File: config.mk
export PLATFORM = sky130hd
export DESIGN_NAME = spcfg_sampling_config
export DESIGN_NICKNAME = d
export VERILOG_FILES = /design/src/spcfg_pkg.sv /design/src/spcfg_sampling_config.sv
export SDC_FILE = /design/constraint.sdc
export NUM_CORES = 1
export LEC_CHECK = 0
export BUFFER_PORTS_ARGS = -buffer_cell sky130_fd_sc_hd__buf_2
export CAP_MARGIN = 25
export CORE_UTILIZATION = 45
export CTS_BUF_LIST = sky130_fd_sc_hd__clkbuf_4 sky130_fd_sc_hd__clkbuf_8
export DETAILED_ROUTE_END_ITERATION = 12
export GPL_TIMING_DRIVEN = 1
export PLACE_DENSITY_LB_ADDON = 0.15
export SLEW_MARGIN = 40
export SYNTH_ARGS = -nofsm -noshare
export SYNTH_HDL_FRONTEND = slang
export SYNTH_SLANG_ARGS = --single-unit
File: constraint.sdc
create_clock -name clk_sys -period 1.4 [get_ports clk_sys]
set_input_delay 0.28 -clock clk_sys [delete_from_list [all_inputs] [get_ports clk_sys]]
set_output_delay 0.28 -clock clk_sys [all_outputs]
set_load 0.02 [all_outputs]
File: src/spcfg_pkg.sv
package spcfg_pkg;
  // Register addressing
  localparam logic [2:0]  REG_ADDR_SAMPLING = 3'h1;
  localparam logic [15:0] SAMPLING_RESET    = 16'h0000;
  // Command word layout
  localparam int WR_FLAG_BIT  = 15;
  localparam int SEL_HI       = 14;
  localparam int SEL_LO       = 12;
  // Field positions inside the register word
  localparam int ADDR_HI      = 15;
  localparam int ADDR_LO      = 12;
  localparam int RSVD_HI      = 11;
  localparam int RSVD_LO      = 10;
  localparam int AVG_EN_BIT   = 9;
  localparam int RATIO_HI     = 8;
  localparam int RATIO_LO     = 6;
  localparam int IN_CHK_BIT   = 5;
  localparam int OUT_CHK_BIT  = 4;
  localparam int FLAG_SEL_BIT = 3;
  localparam int LOW_HI       = 2;
  localparam int LOW_LO       = 0;
  // Ratio codes
  localparam logic [2:0] RATIO_X2 = 3'h1;
  localparam logic [2:0] RATIO_X4 = 3'h2;
  localparam logic [2:0] RATIO_X8 = 3'h3;

  typedef enum logic [1:0] {
    SPCFG_AVG_OFF,
    SPCFG_AVG_2,
    SPCFG_AVG_4,
    SPCFG_AVG_8
  } spcfg_ratio_e;

  // Settings applied to the rest of the device
  typedef struct packed {
    logic         avg_active;
    spcfg_ratio_e ratio;
    logic         in_check;
    logic         out_check;
    logic         flag_on_second;
  } spcfg_apply_s;
endpackage

File: src/spcfg_sampling_config.sv
`timescale 1ns/100ps
// What this block does
// - Register lives at address 1; its stored bits reset to zero, so it reads back 0x1000.
// - Read-back shows the register address in bits 15 to 12.
// - Bit 9 turns rolling-average oversampling on or off.
// - Bits 8 to 6 pick one ratio for both channels while averaging.
// - Ratio codes 1,2,3 mean x2,x4,x8; all others disable averaging.
// - Bit 5 enables CRC checking of serial input frames.
// - Write needing CRC without a valid one changes nothing.
// - Clearing an active input check also needs a valid CRC.
// - Bit 4 enables CRC generation on both output lanes.
// - Bit 3 makes the second pin an alert flag instead of data.
// - Flag select counts only while single-lane output is set.
// - Write flag set loads low ten bits into the selected register; bits 11 and 10 stay zero.
// - Single-lane setting sends conversion data on the first lane only.
module spcfg_sampling_config #(
  // Command and register geometry
  parameter int WORD_W = 16,
  parameter int DATA_W = 12,
  parameter int SEL_W  = 3
) (
  // Clock and reset
  input  wire logic                  clk_sys,
  input  wire logic                  rst,
  // Decoded 16-bit frame from the serial input line
  input  wire logic                  frame_done,
  input  wire logic [15:0]           frame_word,
  input  wire logic                  frame_crc_present,
  input  wire logic                  frame_crc_ok,
  // Frame boundary and second-register setting
  input  wire logic                  frame_start,
  input  wire logic                  single_lane_select,
  // Register contents and effective settings
  output logic [15:0]                sampling_config,
  output logic                       read_request,
  output spcfg_pkg::spcfg_apply_s    applied,
  output logic                       second_lane_data,
  output logic                       first_lane_only,
  output logic                       write_rejected
);

  logic [11:0] store;
  logic [11:0] next_store;
  logic        hit;
  logic        is_write;
  logic        is_read;
  logic        needs_crc;
  logic        crc_good;
  logic        write_ok;
  logic        write_bad;
  logic        next_write_rejected;
  logic        next_read_request;
  logic        next_first_lane_only;
  logic        next_second_lane_data;
  logic [3:0]  addr_nibble;
  logic [2:0]  ratio_code;
  logic        flag_bit;
  spcfg_pkg::spcfg_apply_s next_applied;

  // The field map is fixed by the command format; other widths cannot be served
  if (WORD_W != 16) begin : g_word_check
    $error("spcfg_sampling_config: WORD_W must be 16");
  end
  if (DATA_W != 12) begin : g_data_check
    $error("spcfg_sampling_config: DATA_W must be 12");
  end
  if (SEL_W != 3) begin : g_sel_check
    $error("spcfg_sampling_config: SEL_W must be 3");
  end

  // Command decode
  assign hit = frame_word[spcfg_pkg::SEL_HI:spcfg_pkg::SEL_LO]
               == spcfg_pkg::REG_ADDR_SAMPLING;
  assign is_write = frame_done && frame_word[spcfg_pkg::WR_FLAG_BIT] && hit;
  assign is_read  = !frame_word[spcfg_pkg::WR_FLAG_BIT] && hit;

  // Either an active check or an attempt to turn it on demands a CRC
  assign needs_crc = store[spcfg_pkg::IN_CHK_BIT - spcfg_pkg::LOW_LO]
                     | frame_word[spcfg_pkg::IN_CHK_BIT];
  assign crc_good  = frame_crc_present & frame_crc_ok;

  // Gate sits ahead of the store so a refused frame touches no bit at all
  assign write_ok  = is_write && (!needs_crc || crc_good);
  assign write_bad = is_write && needs_crc && !crc_good;

  // Next register contents; reserved bits never stored
  always_comb begin
    next_store = store;
    if (write_ok) begin
      next_store = {2'h0, frame_word[spcfg_pkg::AVG_EN_BIT:spcfg_pkg::LOW_LO]};
    end
  end

  // Read request holds until the next decoded frame (frame_done) replaces it
  always_comb begin
    next_read_request = read_request;
    if (frame_done) begin
      next_read_request = is_read;
    end
  end

  // One-cycle pulse; it clears on the next clock without help
  assign next_write_rejected = write_bad;

  // Register write
  always_ff @(posedge clk_sys) begin
    if (rst) begin
      store <= spcfg_pkg::SAMPLING_RESET[11:0];
    end else begin
      store <= next_store;
    end
  end

  // Rejection pulse for a write lacking the required CRC
  always_ff @(posedge clk_sys) begin
    if (rst) begin
      write_rejected <= 1'b0;
    end else begin
      write_rejected <= next_write_rejected;
    end
  end

  // Read request is answered in the next frame
  always_ff @(posedge clk_sys) begin
    if (rst) begin
      read_request <= 1'b0;
    end else begin
      read_request <= next_read_request;
    end
  end

  // Read-back word built per bit: address nibble, zeroed reserved pair, stored bits
  assign addr_nibble = {1'b0, spcfg_pkg::REG_ADDR_SAMPLING};
  for (genvar b = 0; b < 16; b++) begin : g_readback
    if (b >= spcfg_pkg::ADDR_LO) begin : g_addr
      assign sampling_config[b] = addr_nibble[b - spcfg_pkg::ADDR_LO];
    end else if (b >= spcfg_pkg::RSVD_LO) begin : g_rsvd
      assign sampling_config[b] = 1'b0;
    end else begin : g_store
      assign sampling_config[b] = store[b];
    end
  end

  assign ratio_code = store[spcfg_pkg::RATIO_HI:spcfg_pkg::RATIO_LO];
  assign flag_bit   = store[spcfg_pkg::FLAG_SEL_BIT];

  always_comb begin
    next_applied            = applied;
    next_applied.in_check   = store[spcfg_pkg::IN_CHK_BIT];
    next_applied.out_check  = store[spcfg_pkg::OUT_CHK_BIT];
    next_applied.flag_on_second = flag_bit && single_lane_select;
    unique case (ratio_code)
      spcfg_pkg::RATIO_X2: next_applied.ratio = spcfg_pkg::SPCFG_AVG_2;
      spcfg_pkg::RATIO_X4: next_applied.ratio = spcfg_pkg::SPCFG_AVG_4;
      spcfg_pkg::RATIO_X8: next_applied.ratio = spcfg_pkg::SPCFG_AVG_8;
      default:             next_applied.ratio = spcfg_pkg::SPCFG_AVG_OFF;
    endcase
    // One ratio shared by both channels
    next_applied.avg_active = store[spcfg_pkg::AVG_EN_BIT] &&
                              (next_applied.ratio != spcfg_pkg::SPCFG_AVG_OFF);
  end

  // Settings latch at frame start so a frame never sees a mid-frame change
  always_ff @(posedge clk_sys) begin
    if (rst) begin
      applied <= '0;
    end else if (frame_start) begin
      applied <= next_applied;
    end
  end

  // Lane routing also changes only at a frame boundary, never mid-word
  always_comb begin
    next_first_lane_only  = first_lane_only;
    next_second_lane_data = second_lane_data;
    if (frame_start) begin
      next_first_lane_only  = single_lane_select;
      next_second_lane_data = !single_lane_select;
    end
  end

  // Two-lane output is the reset state, so the second pin starts as data
  always_ff @(posedge clk_sys) begin
    if (rst) begin
      first_lane_only  <= 1'b0;
      second_lane_data <= 1'b1;
    end else begin
      first_lane_only  <= next_first_lane_only;
      second_lane_data <= next_second_lane_data;
    end
  end

endmodule // spcfg_sampling_config

==> flow_metrics.py <==
metrics = {
    "run_status": {
        "status": "completed",
    },
    "clock_network": {
        "cts_resized": 0,
        "htree_levels": 1,
        "postCtsSetupRepairBufs": 0,
        "cts_tree": "yes",
        "cts_made_buffers": 3,
        "clock_path_buffers": 2,
        "ctsRootBufferMaster": "clkbuf_4",
        "clk_pin_slew_ns": 0.11,
        "cts_hold_buf": 0,
        "clk_latency_ns": 0.29,
        "cts.sinks": 20,
    },
    "setup_path": {
        "crit_buf_inv": 0,
        "cp_slowest_cell": "and4_4",
        "criticalPathCategory": "reg2reg",
        "r2r_cells": 3,
        "crit_chain": "o2bb2ai_1, and4_4, mux2i_1",
        "worstPathArrival_ns": 1.43,
        "timing.critical_path.max_delay_family": "simple AND/OR/NAND/NOR gates",
        "worstPathRequired_ns": 1.63,
        "worstSetupEndpointType": "register",
        "cp_slowest_stage_delay_ns": 0.38,
        "cp-start-kind": "register",
        "crit_fanout": 10,
        "critical_path_cell_count": 3,
    },
    "final_layout": {
        "multi_input_area_um2": 426.7,
        "n_antenna_cell": 0,
        "num-fill-cells": 184,
        "area_growth_pct": 18.93,
        "finalNetCount": 154,
        "fin_util_pct": 59.59,
        "register_area_um2": 400.4,
        "final_cell_mix": "40 x buf_2, 22 x nand2b_1, 20 x dfxtp_1",
        "final_common_cell": "buf_2",
        "drive_gt1_share_pct": 34.88,
    },
    "power_and_ir_drop": {
        "ir_drop_mv": 0.4095,
        "powerDensity_nw_per_um2": 871.8,
        "switching_power_mw": 0.2242,
        "p_int_mw": 0.7216,
        "seq_power_share_pct": 61.2,
        "switching_share_pct": 23.70,
        "clockPowerShare_pct": 27.6,
        "p_comb_share_pct": 11.2,
        "cellLeakagePower_nw": 0.4917,
        "p_total_mw": 0.9458,
    },
    "route": {
        "vias": 717,
        "drt_first_pass_iters": 2,
        "avgRoutedWirePerCell_um": 9.857,
        "drtAntennaViolNets": 0,
        "drt-initial-drc-count": 2,
        "routed_via_density": 4.656,
        "drc": 0,
        "routed_wl_um": 1518,
    },
    "synthesis": {
        "postSynthAreaPerCell_um2": 9.601,
        "ys_types": 21,
        "yosysWarnings": 0,
        "syn_area_um2": 912.1,
        "synth-seq-cells": 20,
        "yosysSeqAreaShare_pct": 43.90,
        "postSynthCellCount": 95,
    },
    "global_route": {
        "grt_pass1_wl_um": 2166,
        "grt_pass1_vias": 529,
        "grt_usage_pct": 13.91,
        "grt_antenna_before_repair": 0,
        "gr-total-overflow": 0,
        "grt_max_degree": 31,
    },
    "sta": {
        "fmax_ghz": 0.8327,
        "finalHoldViolCount": 0,
        "fin_setup_tns_ns": 0,
        "rsz0062_at_grt": "false",
        "fin_skew_ns": 0.007193,
        "fin_crit_sh_pct": 85.78,
        "finalSetupViolCount": 0,
        "hold_slack_ns": 0.2355,
        "slew_violations": 0,
        "period_needed_ns": 1.201,
    },
    "die": {
        "die_h_um": 47.02,
        "fp.dieArea_um2": 2211,
        "coreArea_um2": 1821,
        "die_w_um": 47.02,
        "pin_count": 49,
        "placementRows": 15,
        "start_util_pct": 50.10,
    },
    "place": {
        "hpwl_um": 1151,
        "gp_congestion": 0.7028,
        "port_buffers": 40,
    },
    "flow_run": {
        "drv_cap": 0,
    },
    "worst_hold_path": {
        "whs_path_depth": 3,
        "min_path_type": "in2reg",
    },
}
[per-layer routing]
layer  wire [um]  up-vias  global-route usage, %
met1         702      320                  18.20
met2         708       29                  21.39
met5           0        -                      0
met3          93        2                  2.308
li1            -      366                      -
met4          13        0                  8.571
[area by class of cell]
class / instances / share of cell area (%)
Multi-Input combinational cell: 65 / 39.33
Clock buffer: 3 / 2.076
Tap cell: 25 / 2.884
Inverter: 1 / 0.3460
Sequential cell: 20 / 36.91
Timing Repair Buffer: 40 / 18.45
[tightest hold or removal path: stages]
cell and delay, ns:
buf_2 0.09, nand2b_1 0.05, mux2i_1 0.06
[power by group through the flow]
| stage | registers, mW | clock network, mW | logic (mW) |
|---|---|---|---|
| final | 0.579 | 0.261 | 0.106 |
| after global routing | 0.580 | 0.299 | 0.116 |
| after CTS | 0.579 | 0.275 | 0.107 |
| after detailed placement | 0.592 | 0 | 0.107 |
| after global placement | 0.592 | 0 | 0.105 |
| after floorplan | 0.600 | 0 | 0.0734 |
[metrics by stage]
stage	instances	setup WS (ns)	area, um^2
final	154	0.1990	1085
after global routing	154	0.09178	1085
after CTS	154	0.1679	1085
after detailed placement	151	0.07615	1062
after global placement	151	0.1420	1062
after floorplan	99	0.3051	927.1
[worst paths after layout]
path	from	endpoint	slack (ns)
max	store[5]$_SDFFE_PP0P_	store[1]$_SDFFE_PP0P_	0.20
min	frame_word[7]	store[7]$_SDFFE_PP0P_	0.24
max reg2reg	store[5]$_SDFFE_PP0P_	store[1]$_SDFFE_PP0P_	0.20
min reg2reg	applied[3]$_SDFFE_PP0P_	applied[3]$_SDFFE_PP0P_	0.46
[cells in the mapped netlist, drive strengths merged]
cell type	number	area (um^2)
nor3	1	5.000
inv	1	3.750
o211ai	1	7.510
nand2	5	18.77
dfxtp	20	400.4
mux2i	12	120.1
o2bb2ai	1	8.760
nor3b	1	12.51
clkbuf	3	11.26
a21oi	5	25.02
nand2b	22	137.6
nand3	2	10.01
a2bb2oi	1	8.760
o21ai	1	5.000
conb	2	7.510
buf	10	85.08
nor2	3	11.26
nand3b	3	22.52
and4	1	11.26
[sequential cells by signal, indices dropped and copies added, names as in the netlist]
name and flops:
first_lane_only 1, applied 6, write_rejected 1, second_lane_data 1, store 10, read_request 1
[kinds of logic after synthesis]
group,share of synthesized area (%)
other cells,0.8234
mux,13.17
simple gates,25.10
compound gates,6.035
buf+inv,10.97
flops,43.90
Power figures use the tool's default switching activity.
